[src/rtl/csl_pkg.sv]
// Package of the strap latch: register map, field layout, encodings and carriers.
// Assumes one core clock domain; every strap pin is already synchronous to it.

package csl_pkg;

    // ------------------------------------------------------------
    // Register bus
    // ------------------------------------------------------------
    localparam int unsigned CSL_ADDR_W = 8;
    localparam int unsigned CSL_DATA_W = 32;

    localparam logic [7:0] CSL_OFF_STATUS  = 8'h00;
    localparam logic [7:0] CSL_OFF_FLOW    = 8'h04;
    localparam logic [7:0] CSL_OFF_MGMT    = 8'h08;
    localparam logic [7:0] CSL_OFF_PHYADDR = 8'h0c;
    localparam logic [7:0] CSL_OFF_COUNT   = 8'h10;

    // ------------------------------------------------------------
    // Field positions
    // ------------------------------------------------------------
    localparam int unsigned CSL_FLOW_TX_BIT   = 0;
    localparam int unsigned CSL_FLOW_RX_BIT   = 1;
    localparam int unsigned CSL_FLOW_MAN_BIT  = 2;
    localparam int unsigned CSL_MGMT_MODE_LSB = 0;
    localparam int unsigned CSL_MGMT_ROLE_BIT = 2;
    localparam int unsigned CSL_MGMT_ST_LSB   = 8;
    localparam int unsigned CSL_PA_VIRT_LSB   = 0;
    localparam int unsigned CSL_PA_P1_LSB     = 8;
    localparam int unsigned CSL_PA_P2_LSB     = 16;
    localparam int unsigned CSL_PA_W          = 5;
    localparam int unsigned CSL_CNT_W         = 8;

    // ------------------------------------------------------------
    // Encodings
    // ------------------------------------------------------------
    localparam logic [1:0] CSL_MGMT_UNMANAGED  = 2'h0;
    localparam logic [1:0] CSL_MGMT_EXT_SERIAL = 2'h1;
    localparam logic [1:0] CSL_MGMT_I2C        = 2'h2;
    localparam logic [1:0] CSL_MGMT_SPI        = 2'h3;
    localparam logic       CSL_ROLE_MAC        = 1'b0;
    localparam logic       CSL_ROLE_PHY        = 1'b1;
    localparam logic [4:0] CSL_VIRT_OFS        = 5'h00;
    localparam logic [4:0] CSL_P1_OFS          = 5'h01;
    localparam logic [4:0] CSL_P2_OFS          = 5'h02;
    localparam logic       CSL_MAC_MANUAL_SEL  = 1'b1;

    // ------------------------------------------------------------
    // Carriers
    // ------------------------------------------------------------
    typedef struct packed {
        logic       fc_en;
        logic       manual_fc;
        logic [1:0] mgmt_mode;
        logic       mii_role;
        logic       addr_base;
    } csl_strap_t;

    typedef struct packed {
        logic       tx_fc;
        logic       rx_fc;
        logic       manual_sel;
        logic [4:0] virt_addr;
        logic [4:0] p1_addr;
        logic [4:0] p2_addr;
    } csl_cfg_t;

    typedef struct packed {
        logic     flow_valid;
        logic     addr_valid;
        csl_cfg_t cfg;
    } csl_eep_t;

    // ------------------------------------------------------------
    // Reset values
    // ------------------------------------------------------------
    localparam csl_strap_t CSL_STRAP_RST = '0;
    localparam csl_cfg_t   CSL_CFG_RST   = '0;

    function automatic logic [4:0] csl_phy_addr(input logic base, input logic [4:0] ofs);
        csl_phy_addr = ofs + {4'h0, base};
    endfunction : csl_phy_addr

endpackage : csl_pkg

[src/rtl/csl_strap_latch.sv]
// Strap latch for the external MII port and management configuration.
// Assumes straps and the external reset pin are synchronous to core_clk.

`timescale 1ns/1ps
`default_nettype none

module csl_strap_latch
    import csl_pkg::*;
(
    // Clock and reset
    input  wire logic                  core_clk,
    input  wire logic                  rstn,
    // Strap pins and external reset pin
    input  wire logic                  ext_port_fc_enable_strap,
    input  wire logic                  ext_port_manual_fc_strap,
    input  wire logic [1:0]            mgmt_mode_strap,
    input  wire logic                  mii_role_strap,
    input  wire logic                  phy_addr_base_strap,
    input  wire logic                  ext_reset_n,
    // EEPROM loader override
    input  wire logic                  eep_load_valid,
    input  wire csl_eep_t              eep_load,
    // Register port
    input  wire logic [CSL_ADDR_W-1:0] reg_addr,
    input  wire logic [CSL_DATA_W-1:0] reg_wdata,
    input  wire logic                  reg_wr,
    input  wire logic                  reg_rd,
    output logic [CSL_DATA_W-1:0]      reg_rdata,
    // Latched configuration
    output logic                       ext_tx_flowctl_enable,
    output logic                       ext_rx_flowctl_enable,
    output logic                       ext_manual_flowctl_select,
    output logic                       mgmt_unmanaged,
    output logic                       extended_mgmt_serial,
    output logic                       mgmt_i2c_slave,
    output logic                       mgmt_spi_slave,
    output logic                       mii_phy_role,
    output logic [4:0]                 virt_phy_addr,
    output logic [4:0]                 port1_phy_addr,
    output logic [4:0]                 port2_phy_addr,
    output logic                       straps_valid
);

    // ------------------------------------------------------------
    // Capture sequencer
    // ------------------------------------------------------------
    typedef enum logic [2:0] {
        CSL_ST_PENDING = 3'b001,
        CSL_ST_HELD    = 3'b010,
        CSL_ST_EXTRST  = 3'b100
    } csl_state_t;

    csl_state_t state_reg;
    csl_state_t state_next;

    // Power-on reset parks the sequencer in PENDING, so the first edge after release
    // with the external pin high takes the straps; the pins are never read under reset.
    wire logic capture_now = (state_reg == CSL_ST_PENDING) && ext_reset_n;

    always_comb begin
        state_next = state_reg;
        unique case (state_reg)
            CSL_ST_PENDING: begin
                if (ext_reset_n) begin
                    state_next = CSL_ST_HELD;
                end
            end
            CSL_ST_HELD: begin
                if (!ext_reset_n) begin
                    state_next = CSL_ST_EXTRST;
                end
            end
            CSL_ST_EXTRST: begin
                if (ext_reset_n) begin
                    state_next = CSL_ST_PENDING;
                end
            end
        endcase
    end

    always_ff @(posedge core_clk or negedge rstn) begin
        if (!rstn) begin
            state_reg <= CSL_ST_PENDING;
        end else begin
            state_reg <= state_next;
        end
    end

    // ------------------------------------------------------------
    // Strap snapshot
    // ------------------------------------------------------------
    csl_strap_t strap_live;
    csl_strap_t strap_q;

    assign strap_live = '{
        fc_en:     ext_port_fc_enable_strap,
        manual_fc: ext_port_manual_fc_strap,
        mgmt_mode: mgmt_mode_strap,
        mii_role:  mii_role_strap,
        addr_base: phy_addr_base_strap
    };

    csl_strap_capture u_capture (
        .core_clk (core_clk),
        .rstn     (rstn),
        .capture  (capture_now),
        .strap_in (strap_live),
        .strap_q  (strap_q)
    );

    // ------------------------------------------------------------
    // Defaults derived from the live straps
    // ------------------------------------------------------------
    wire logic       is_mac_role = (strap_live.mii_role == CSL_ROLE_MAC);
    // Without a virtual PHY there is nothing to negotiate, so MAC role forces manual.
    wire logic       dflt_manual = is_mac_role ? CSL_MAC_MANUAL_SEL
                                               : strap_live.manual_fc;
    wire logic [4:0] dflt_virt   = csl_phy_addr(strap_live.addr_base, CSL_VIRT_OFS);
    wire logic [4:0] dflt_p1     = csl_phy_addr(strap_live.addr_base, CSL_P1_OFS);
    wire logic [4:0] dflt_p2     = csl_phy_addr(strap_live.addr_base, CSL_P2_OFS);

    csl_cfg_t cfg_dflt;

    assign cfg_dflt = '{
        tx_fc:      strap_live.fc_en,
        rx_fc:      strap_live.fc_en,
        manual_sel: dflt_manual,
        virt_addr:  dflt_virt,
        p1_addr:    dflt_p1,
        p2_addr:    dflt_p2
    };

    // ------------------------------------------------------------
    // Register decode
    // ------------------------------------------------------------
    wire logic hit_status  = (reg_addr == CSL_OFF_STATUS);
    wire logic hit_flow    = (reg_addr == CSL_OFF_FLOW);
    wire logic hit_mgmt    = (reg_addr == CSL_OFF_MGMT);
    wire logic hit_phyaddr = (reg_addr == CSL_OFF_PHYADDR);
    wire logic hit_count   = (reg_addr == CSL_OFF_COUNT);
    wire logic wr_flow     = reg_wr && hit_flow;
    wire logic wr_phyaddr  = reg_wr && hit_phyaddr;

    // ------------------------------------------------------------
    // Configuration registers
    // ------------------------------------------------------------
    csl_cfg_t   cfg_reg;
    csl_cfg_t   cfg_next;
    logic [1:0] mode_reg;
    logic       role_reg;
    logic       valid_reg;
    logic [CSL_CNT_W-1:0] count_reg;

    // Order of precedence: capture, then the EEPROM loader, then software.
    // Only a capture, an override or a write moves a value; otherwise it holds.
    always_comb begin
        cfg_next = cfg_reg;
        if (capture_now) begin
            cfg_next = cfg_dflt;
        end else begin
            if (wr_flow) begin
                cfg_next.tx_fc      = reg_wdata[CSL_FLOW_TX_BIT];
                cfg_next.rx_fc      = reg_wdata[CSL_FLOW_RX_BIT];
                cfg_next.manual_sel = reg_wdata[CSL_FLOW_MAN_BIT];
            end
            if (wr_phyaddr) begin
                cfg_next.virt_addr = reg_wdata[CSL_PA_VIRT_LSB +: CSL_PA_W];
                cfg_next.p1_addr   = reg_wdata[CSL_PA_P1_LSB +: CSL_PA_W];
                cfg_next.p2_addr   = reg_wdata[CSL_PA_P2_LSB +: CSL_PA_W];
            end
            if (eep_load_valid && eep_load.flow_valid) begin
                cfg_next.tx_fc      = eep_load.cfg.tx_fc;
                cfg_next.rx_fc      = eep_load.cfg.rx_fc;
                cfg_next.manual_sel = eep_load.cfg.manual_sel;
            end
            if (eep_load_valid && eep_load.addr_valid) begin
                cfg_next.virt_addr = eep_load.cfg.virt_addr;
                cfg_next.p1_addr   = eep_load.cfg.p1_addr;
                cfg_next.p2_addr   = eep_load.cfg.p2_addr;
            end
        end
    end

    always_ff @(posedge core_clk or negedge rstn) begin
        if (!rstn) begin
            cfg_reg <= CSL_CFG_RST;
        end else begin
            cfg_reg <= cfg_next;
        end
    end

    always_ff @(posedge core_clk or negedge rstn) begin
        if (!rstn) begin
            mode_reg  <= CSL_MGMT_UNMANAGED;
            role_reg  <= CSL_ROLE_MAC;
            valid_reg <= 1'b0;
            count_reg <= '0;
        end else if (capture_now) begin
            mode_reg  <= strap_live.mgmt_mode;
            role_reg  <= strap_live.mii_role;
            valid_reg <= 1'b1;
            count_reg <= count_reg + 8'h01;
        end else if (state_reg == CSL_ST_EXTRST) begin
            valid_reg <= 1'b0;
        end
    end

    // ------------------------------------------------------------
    // Output flops
    // ------------------------------------------------------------
    wire logic [3:0] mode_onehot = 4'h1 << mode_reg;

    always_ff @(posedge core_clk or negedge rstn) begin
        if (!rstn) begin
            ext_tx_flowctl_enable     <= 1'b0;
            ext_rx_flowctl_enable     <= 1'b0;
            ext_manual_flowctl_select <= 1'b0;
            mgmt_unmanaged            <= 1'b1;
            extended_mgmt_serial      <= 1'b0;
            mgmt_i2c_slave            <= 1'b0;
            mgmt_spi_slave            <= 1'b0;
            mii_phy_role              <= CSL_ROLE_MAC;
            virt_phy_addr             <= 5'h00;
            port1_phy_addr            <= 5'h00;
            port2_phy_addr            <= 5'h00;
            straps_valid              <= 1'b0;
        end else begin
            ext_tx_flowctl_enable     <= cfg_reg.tx_fc;
            ext_rx_flowctl_enable     <= cfg_reg.rx_fc;
            ext_manual_flowctl_select <= cfg_reg.manual_sel;
            mgmt_unmanaged            <= mode_onehot[CSL_MGMT_UNMANAGED];
            extended_mgmt_serial      <= mode_onehot[CSL_MGMT_EXT_SERIAL];
            mgmt_i2c_slave            <= mode_onehot[CSL_MGMT_I2C];
            mgmt_spi_slave            <= mode_onehot[CSL_MGMT_SPI];
            mii_phy_role              <= role_reg;
            virt_phy_addr             <= cfg_reg.virt_addr;
            port1_phy_addr            <= cfg_reg.p1_addr;
            port2_phy_addr            <= cfg_reg.p2_addr;
            straps_valid              <= valid_reg;
        end
    end

    // ------------------------------------------------------------
    // Read path
    // ------------------------------------------------------------
    // Unmapped offsets read as zero; data stand for exactly one cycle after the strobe.
    wire logic [CSL_DATA_W-1:0] rd_status  = {26'h0, strap_q};
    wire logic [CSL_DATA_W-1:0] rd_flow    = {29'h0, cfg_reg.manual_sel,
                                              cfg_reg.rx_fc, cfg_reg.tx_fc};
    wire logic [CSL_DATA_W-1:0] rd_mgmt    = {21'h0, state_reg, 5'h00, role_reg, mode_reg};
    wire logic [CSL_DATA_W-1:0] rd_phyaddr = {11'h0, cfg_reg.p2_addr, 3'h0,
                                              cfg_reg.p1_addr, 3'h0, cfg_reg.virt_addr};
    wire logic [CSL_DATA_W-1:0] rd_count   = {24'h0, count_reg};

    wire logic [CSL_DATA_W-1:0] rd_mux =
        ({CSL_DATA_W{hit_status}}  & rd_status)  |
        ({CSL_DATA_W{hit_flow}}    & rd_flow)    |
        ({CSL_DATA_W{hit_mgmt}}    & rd_mgmt)    |
        ({CSL_DATA_W{hit_phyaddr}} & rd_phyaddr) |
        ({CSL_DATA_W{hit_count}}   & rd_count);

    always_ff @(posedge core_clk or negedge rstn) begin
        if (!rstn) begin
            reg_rdata <= '0;
        end else begin
            reg_rdata <= reg_rd ? rd_mux : '0;
        end
    end

endmodule : csl_strap_latch

`default_nettype wire

[src/rtl/csl_strap_capture.sv]
// Snapshot register for the raw strap levels.
// Assumes the capture pulse comes from the latch controller, one cycle long.

`timescale 1ns/1ps
`default_nettype none

module csl_strap_capture
    import csl_pkg::*;
(
    // Clock and reset
    input  wire logic       core_clk,
    input  wire logic       rstn,
    // Capture request and live straps
    input  wire logic       capture,
    input  wire csl_strap_t strap_in,
    // Held snapshot
    output csl_strap_t      strap_q
);

    // Async reset loads a constant only; the pins are taken by the clocked capture.
    always_ff @(posedge core_clk or negedge rstn) begin
        if (!rstn) begin
            strap_q <= CSL_STRAP_RST;
        end else if (capture) begin
            strap_q <= strap_in;
        end
    end

endmodule : csl_strap_capture

`default_nettype wire

[config.mk]
export PLATFORM = sky130hd
export DESIGN_NAME = csl_strap_latch
export DESIGN_NICKNAME = d
export VERILOG_FILES = /design/src/rtl/csl_pkg.sv /design/src/rtl/csl_strap_latch.sv /design/src/rtl/csl_strap_capture.sv
export SDC_FILE = /design/constraint.sdc
export NUM_CORES = 1
export LEC_CHECK = 0
export BUFFER_PORTS_ARGS = -buffer_cell sky130_fd_sc_hd__clkbuf_2
export CAP_MARGIN = 20
export CORE_MARGIN = 4
export CORE_UTILIZATION = 54
export CTS_BUF_LIST = sky130_fd_sc_hd__clkbuf_2
export DETAILED_ROUTE_END_ITERATION = 7
export PLACE_DENSITY = 0.86
export SYNTH_ARGS = -nofsm -noshare
export SYNTH_HDL_FRONTEND = slang
export SYNTH_SLANG_ARGS = --single-unit
[constraint.sdc]
create_clock -name core_clk -period 3.11 [get_ports core_clk]
set_input_delay 0.311 -clock core_clk [delete_from_list [all_inputs] [get_ports core_clk]]
set_output_delay 0.311 -clock core_clk [all_outputs]
set_load 0.02 [all_outputs]
==> flow_summary.yaml, run 1 <==
run_status:
  status: "completed"
clock_network:
  cts_sinks: 78
  numCtsBuffers: 9
  cts_tree: "done"
  htree_levels: 3
  clock_latency_ps: 500
  clockBufferDepth: 2
  post_cts_buffers: 0
  clk_pin_slew_ps: 180
  clockRootBuffer: "clkbuf_2"
layout:
  syn_to_final_growth_pct: 19.2
  fin_area_um2: 3920
  num_antenna_cells: 0
  fin_cells: 461
  layout.nets: 454
  drive_gt1_share_pct: 32.4
  final_common_cell: "clkbuf_2"
  layout_common_cells: "clkbuf_2 (105), dfrtp_1 (76), nand2_1 (41), mux2i_1 (24), conb_1 (14)"
  final_core_util_pct: 66.3
timing:
  hold_violations: 0
  finalMaxSlewViolations: 0
  rsz0062_at_grt: "no"
  final-setup-viol-count: 0
  fin_crit_ps: 1910
  slew_headroom_pct: 37.4
  fin_ws_ps: 1200
  holdWs_ps: 50.8
  finalCritPeriodShare_pct: 61.5
  finClkSkew_ps: 24.2
  tns_ps: 0
  fmax_mhz: 523
  tightest_slew_ps: 939
global_route:
  grt_antenna_before_repair: 0
  grt_pass1_vias: 2453
  grt_overflow: 0
  grt_util_all_layers_pct: 20.7
  grt_pass1_wl_um: 11700
  grt_max_degree: 79
die:
  start_util_pct: 55.6
  ios: 128
  fp-row-count: 28
  die_x_um: 86.1
  dieArea_um2: 7410
  dieHeight_um: 86.1
  coreArea_um2: 5920
route:
  dr.first_iter.drc_count: 106
  ant_nets: 0
  drt_wl_total_um: 7200
  first_pass_iters: 4
  drcViolationCount: 0
  num_vias: 2419
  wl_per_cell_um: 15.6
  post_drt_via_cell_ratio: 5.25
place:
  gp_congestion: 0.876
  place_inst: 440
  hpwl_um: 5360
  postPlaceCellArea_um2: 3770
  io_buffers: 96
  place_ws_ps: 1070
logic_synthesis:
  yosys_warnings: 0
  syn_inst: 281
  syn-cell-area_um2: 3290
  async_flop_share_pct: 100
  synth-seq-cells: 78
  synth_edf_count: 0
  syn_area_per_cell_um2: 11.7
  ys_seq_area_share_pct: 59.4
  synthDistinctLibCells: 41
  ys.flop_type: "dfrtp_1"
setup_path:
  worst_ep_required_time_ps: 3510
  worstReg2RegStart: "state_reg[2]"
  crit_chain: "and4bb_1, a311oi_4, buf_4, a21oi_1, a21o_1"
  path_max_fanout: 20
  slowest_delay_ps: 520
  cp-end-kind: "flop"
  critical_path_class: "flop to flop"
  startpoint_type: "flop"
  rrSetupSlack_ps: 1200
  startpoint: "state_reg[2]"
  arrival_ps: 2310
  cpMaxStageDelayCell: "dfrtp_1"
worst_hold_path:
  hp-start: "ext_reset_n"
  hp-class: "primary input to flop"
power_and_ir_drop:
  p_per_area_nw_per_um2: 628
  leakagePower_nw: 2.06
  peakVddDrop_uv: 330
  total_power_mw: 2.46
flow_run:
  maxCapViolations: 0
logic make-up (layout without fill, tap and decap cells):
logic type | Yosys count | in the layout | share of synthesized area [%]
multiplexers | 29 | 29 | 9.01
AO/OA/AOI/OAI | 40 | 40 | 8.51
buffers and inverters | 31 | 123 | 6.01
AND/OR/NAND/NOR | 93 | 93 | 14.5
XOR/XNOR | 8 | 8 | 2.13
other | 1 | 14 | 0.114
flip-flops | 78 | 78 | 59.4
adder cells (fa/ha/maj) | 1 | 1 | 0.380
Yosys cell counts (3+ instances only):
cell	instances	area, um^2
buf_2	11	55.1
dfrtp_1	76	1900
a21o_1	4	30.0
a21oi_1	7	35.0
mux2_2	5	56.3
buf_4	14	105
xnor2_1	7	61.3
and3_1	5	31.3
nand2_1	41	154
and2_1	9	56.3
o21ai_0	7	35.0
nand3_1	7	35.0
mux2i_1	24	240
nor2b_1	3	18.8
a311oi_1	3	26.3
o31ai_1	11	82.6
nor2_1	13	48.8
o32ai_1	3	26.3
path summary, 6_finish.rpt:
| path | end | cells after the start |
|---|---|---|
| worst max-delay path | cfg_reg[1] | 5 |
| worst min-delay path | state_reg[2] | 2 |
| worst max register to register | cfg_reg[1] | 5 |
| worst min register to register | port2_phy_addr[4] | 0 |
| max in group asynchronous | mgmt_spi_slave | 2 |
| min in group asynchronous | cfg_reg[8] | 2 |
critical path: cells and delay by family, from the launching register on:
| kind | cells | cell delay, ps |
|---|---|---|
| AO/OA/AOI/OAI | 3 | 680 |
| buffers and inverters | 1 | 330 |
| flip-flops | 1 | 520 |
| AND/OR/NAND/NOR | 1 | 290 |
per-layer routing:
layer | up-vias | track usage, % | wire (um)
li1 | 1140 | - | -
met2 | 111 | 34.0 | 3520
met1 | 1148 | 26.3 | 2920
met4 | 0 | 10.4 | 189
met3 | 20 | 3.94 | 570
met5 | - | 0 | 0
cell type report:
type	instances	area (um^2)
flip-flops and latches	78	1950
fillers	477	2000
repair buffers	105	563
clock inverters	6	53.8
inverters	2	7.51
clock buffers	10	50.0
multi-input cells	185	1200
well taps	75	93.8
power breakdown:
group / switching [mW] / internal [mW]
Combinational: 0.339 / 0.233
Clock: 0.317 / 0.180
Sequential: 0.167 / 1.23
Total: 0.823 / 1.64
what timing repair did:
action | CTS | global route
endpoints found under the hold margin | 80 | 0
hold buffers | 5 | 0
resized for setup | 0 | 0
(Power assumes the default switching activity.)
==> inputs of run 2 (changes only) <==
- CORE_UTILIZATION: 54 -> 45
- PLACE_DENSITY: 0.86 -> 0.77
- clock period: 3.11 -> 1.6 ns (I/O delays scaled with it)
==> run 2 against run 1 <==
Effect of this change:
- cell area increased by 7.9%
- critical path type unchanged
- sequential power up 91%
- worst setup slack lost 1200 ps
- via count is 4.6% higher
- final cell count increased by 11%
- critical path depth is the same
- first-iteration DRC count rose by 12%
- fmax grew 23%
- register-to-register slack got worse by 1200 ps
- highest routed layer unchanged
==> flow_summary.yaml, run 2 (same netlist as run 1, synthesis figures left out) <==
route:
  dr.first_iter.drc_count: 119
  num_vias: 2531
  ant_nets: 0
  drcViolationCount: 0
  wl_per_cell_um: 14.6
  drt_wl_total_um: 7440
  post_drt_via_cell_ratio: 4.95
  first_pass_iters: 5
layout:
  syn_to_final_growth_pct: 28.5
  fin_area_um2: 4230
  num_antenna_cells: 0
  layout.nets: 484
  drive_gt1_share_pct: 34.7
  final_common_cell: "clkbuf_2"
  layout_common_cells: "clkbuf_2 (107), dfrtp_1 (76), nand2_1 (41), mux2i_1 (24), dlygate4sd3_1 (20)"
  fin_cells: 511
place:
  place_ws_ps: 61.0
  hpwl_um: 5570
  postPlaceCellArea_um2: 3940
  place_inst: 475
  io_buffers: 96
  gp_congestion: 0.833
clock_network:
  cts_sinks: 78
  clk_pin_slew_ps: 190
  clock_latency_ps: 480
  htree_levels: 3
  clockRootBuffer: "clkbuf_2"
  cts_tree: "done"
  clockBufferDepth: 2
  numCtsBuffers: 9
timing:
  tns_ps: 0
  rsz0062_at_grt: "no"
  fin_ws_ps: 47.4
  finClkSkew_ps: 20.7
  finalCritPeriodShare_pct: 97.0
  fin_crit_ps: 1550
  final-setup-viol-count: 0
  hold_violations: 0
  fmax_mhz: 644
  finalMaxSlewViolations: 0
global_route:
  grt_max_degree: 79
  grt_pass1_wl_um: 11900
  grt_antenna_before_repair: 0
  grt_overflow: 0
  grt_util_all_layers_pct: 17.6
  grt_pass1_vias: 2492
die:
  fp-row-count: 30
  coreArea_um2: 6940
  dieArea_um2: 8750
  start_util_pct: 47.4
  dieHeight_um: 93.5
  die_x_um: 93.5
  ios: 128
worst_hold_path:
  hp-start: "eep_load[9]"
  hp-class: "primary input to flop"
run_status:
  status: "completed"
flow_run:
  maxCapViolations: 0
setup_path:
  cp-end-kind: "flop"
  arrival_ps: 1920
  critical_path_class: "flop to flop"
  startpoint_type: "flop"
  path_max_fanout: 19
  startpoint: "state_reg[0]"
  worst_ep_required_time_ps: 1970
  worstReg2RegStart: "state_reg[0]"
power_and_ir_drop:
  peakVddDrop_uv: 437
  leakagePower_nw: 2.21
  p_per_area_nw_per_um2: 1120
  total_power_mw: 4.75
==> run 2: per-stage QoR <==
step,hold slack (ps),utilization (%)
floorplan,-136,-
global placement,204,56.7
detailed placement,211,56.7
CTS,0.144,60.5
global route,0.860,60.9
finish,13.1,60.9
==> run 2: layout make-up <==
type | count | area, um^2
repair buffers | 135 | 863
fillers | 557 | 2710
flip-flops and latches | 78 | 1950
multi-input cells | 185 | 1210
well taps | 96 | 120
clock inverters | 3 | 13.8
clock buffers | 12 | 60.1
inverters | 2 | 7.51
==> run 2: metal layers <==
metal	part of all wire [%]	wire, um	global-route usage, %
met5	0	0	0
met4	1.5	113	7.82
met3	7.0	521	2.98
met2	49	3620	29.0
met1	43	3190	22.8
==> run 2: power by group <==
group | internal [mW] | switching (mW)
sequential | 2.39 | 0.271
combinational | 0.554 | 0.728
clock | 0.207 | 0.600
==> run 2: what timing repair did <==
| item | in CTS | in global routing |
|---|---|---|
| setup buffers | 0 | 1 |
| hold endpoints to repair | 94 | 1 |
| hold buffers | 19 | 1 |
| endpoints found under the setup margin | 0 | 10 |
| gates resized for setup | 0 | 3 |
==> run 2: path summary, 6_finish.rpt <==
kind,endpoint,slack (ps),cells after the start
worst max-delay path,count_reg[7],50,5
worst min-delay path,cfg_reg[9],10,3
worst max register to register,count_reg[7],50,5
worst min register to register,port2_phy_addr[2],420,0
max in group asynchronous,mgmt_unmanaged,1050,3
min in group asynchronous,reg_rdata[3],200,3
==> run 2: worst max-delay path: stages, from the launching register on <==
cell and delay (ps):
dfstp_2 570, nand4bb_1 160, buf_12 190, nor2_1 250
nand3_1 140, xnor2_1 130
==> inputs of run 3 (changes only) <==
- CORE_MARGIN: 4 -> not set
==> run 3 against run 2 <==
Effect of this change:
- clock skew is 2.4 ps higher
- fmax is 1.2% higher
- worst setup slack better by 18 ps
- largest power group unchanged
- sequential power hardly changed
- via count is 4.0% higher
- register-to-register slack better by 20 ps
- worst hold slack better by 35 ps
- global-route usage is 4.3 points higher
- sequential share of layout area is 2.8 points lower
==> flow_summary.yaml, run 3 (same netlist as run 1, synthesis figures left out) <==
setup_path:
  crit_chain: "buf_4, nand4bb_1, buf_4, nand3_2, mux2_2"
  worst_ep_required_time_ps: 2020
  arrival_ps: 1950
  critPathTopFamily: "flip-flops"
  crit_top_cell: "buf_4"
  crit_buf_inv: 2
  startpoint_type: "flop"
  slowest_delay_ps: 440
  cpMaxStageDelayCell: "dfrtp_1"
  critical_path_class: "flop to flop"
  cp-end-kind: "flop"
  path_max_fanout: 12
route:
  dr.first_iter.drc_count: 133
  num_vias: 2632
  drcViolationCount: 0
  first_pass_iters: 4
  wl_per_cell_um: 14.4
  post_drt_via_cell_ratio: 4.94
  ant_nets: 0
  drt_wl_total_um: 7670
die:
  coreArea_um2: 6940
  die_x_um: 87.5
  fp-row-count: 30
  dieArea_um2: 7660
  start_util_pct: 47.4
  dieHeight_um: 87.5
  ios: 128
clock_network:
  clk_pin_slew_ps: 210
  clockRootBuffer: "clkbuf_2"
  numCtsBuffers: 9
  clockBufferDepth: 2
  clock_latency_ps: 510
  cts_sinks: 78
  cts_tree: "done"
  htree_levels: 3
place:
  gp_congestion: 0.868
  io_buffers: 96
  postPlaceCellArea_um2: 3960
  hpwl_um: 5410
power_and_ir_drop:
  peakVddDrop_uv: 485
  p_per_area_nw_per_um2: 1160
  leakagePower_nw: 2.31
global_route:
  use_met3_pct: 4.15
  grt_pass1_vias: 2650
  grt_max_degree: 36
  grt_overflow: 0
  grt_pass1_wl_um: 12400
  grtUsageMet1_pct: 27.4
  grt_busiest_layer: "met2"
  grt_util_all_layers_pct: 21.9
  grt_antenna_before_repair: 0
  grt_util_met2_pct: 36.5
layout:
  syn_to_final_growth_pct: 36.8
  fillers: 555
  final_common_cell: "clkbuf_2"
  num_antenna_cells: 0
  layout_common_cells: "clkbuf_2 (104), dfrtp_1 (76), nand2_1 (41), dlygate4sd3_1 (37), mux2i_1 (24)"
  drive_gt1_share_pct: 35.0
  fin_area_um2: 4500
  layout.nets: 505
worst_hold_path:
  hp-class: "primary input to flop"
timing:
  holdWs_ps: 47.8
  tns_ps: 0
  tightest_slew_ps: 505
  slew_headroom_pct: 66.3
  finalMaxSlewViolations: 0
  finClkSkew_ps: 23.1
  finalCritPeriodShare_pct: 95.9
  final-setup-viol-count: 0
  fin_crit_ps: 1530
  hold_violations: 0
  fmax_mhz: 652
flow_run:
  maxCapViolations: 0
run_status:
  status: "completed"
[run 3: changes by cell type in the layout (fill, tap and decap cells not counted), moves of 2 or more]
| cell | change |
|---|---|
| nor2_1 | -3 |
| nor2_2 | +2 |
| clkbuf_2 | -3 |
| buf_4 | +5 |
| clkinvlp_4 | +2 |
| bufinv_16 | +2 |
| dlygate4sd3_1 | +17 |
[run 3: metal layers]
metal  up-vias  part of all wire (%)
li1       1243                     -
met1      1271                    42
met2       103                    50
met3        15                   5.5
met4         0                   2.3
met5         -                     0
[run 3: worst reg2reg max path: cells and delay by family (launching register included)]
family        cells  cell delay [ps]
buf+inv           2              360
flops             1              440
mux               1              340
simple gates      2              310
[run 3: path summary, 6_finish.rpt]
check,from,endpoint,slack (ps),cells after the start
setup / recovery,state_reg[2],cfg_reg[15],70,5
hold / removal,reg_addr[5],reg_rdata[5],50,4
setup reg to reg,state_reg[2],cfg_reg[15],70,5
hold reg to reg,cfg_reg[2],port2_phy_addr[2],420,0
max in group asynchronous,rstn,mgmt_unmanaged,910,3
min in group asynchronous,rstn,virt_phy_addr[1],80,2
[run 3: per-stage QoR]
stage / setup WS [ps] / total power [mW] / util, % / std cells
after CTS: 19.0 / 5.22 / 64.4 / 532
after global placement: 27.0 / 3.89 / 57.0 / 479
after detailed placement: 6.28 / 3.95 / 57.0 / 479
after global routing: -6.83 / 5.54 / 64.8 / 533
after floorplan: 146 / 3.44 / - / 294
final: 65.2 / 5.22 / 64.8 / 533
[run 3: layout make-up]
cell class	count	area [um^2]	share of cell area [%]
Timing Repair Buffer	156	1050	23.3
Clock buffer	9	45.0	1.00
Clock inverter	7	97.6	2.17
Sequential cell	78	1950	43.4
Multi-Input combinational cell	185	1230	27.3
Tap cell	96	120	2.67
Inverter	2	7.51	0.167
[run 3: report_power, final]
group / switching, mW / total (mW) / internal [mW]
combinational: 0.730 / 1.34 / 0.606
clock: 0.696 / 1.22 / 0.521
sequential: 0.284 / 2.67 / 2.39
total: 1.71 / 5.22 / 3.51
[run 3: repair_timing]
item | CTS | global route
endpoints found under the setup margin | 5 | 10
hold buffers | 37 | 0
resized for setup | 2 | 6
cloned | 0 | 0
setup buffers | 0 | 1
pin swaps | 0 | 1
endpoints found under the hold margin | 101 | 0
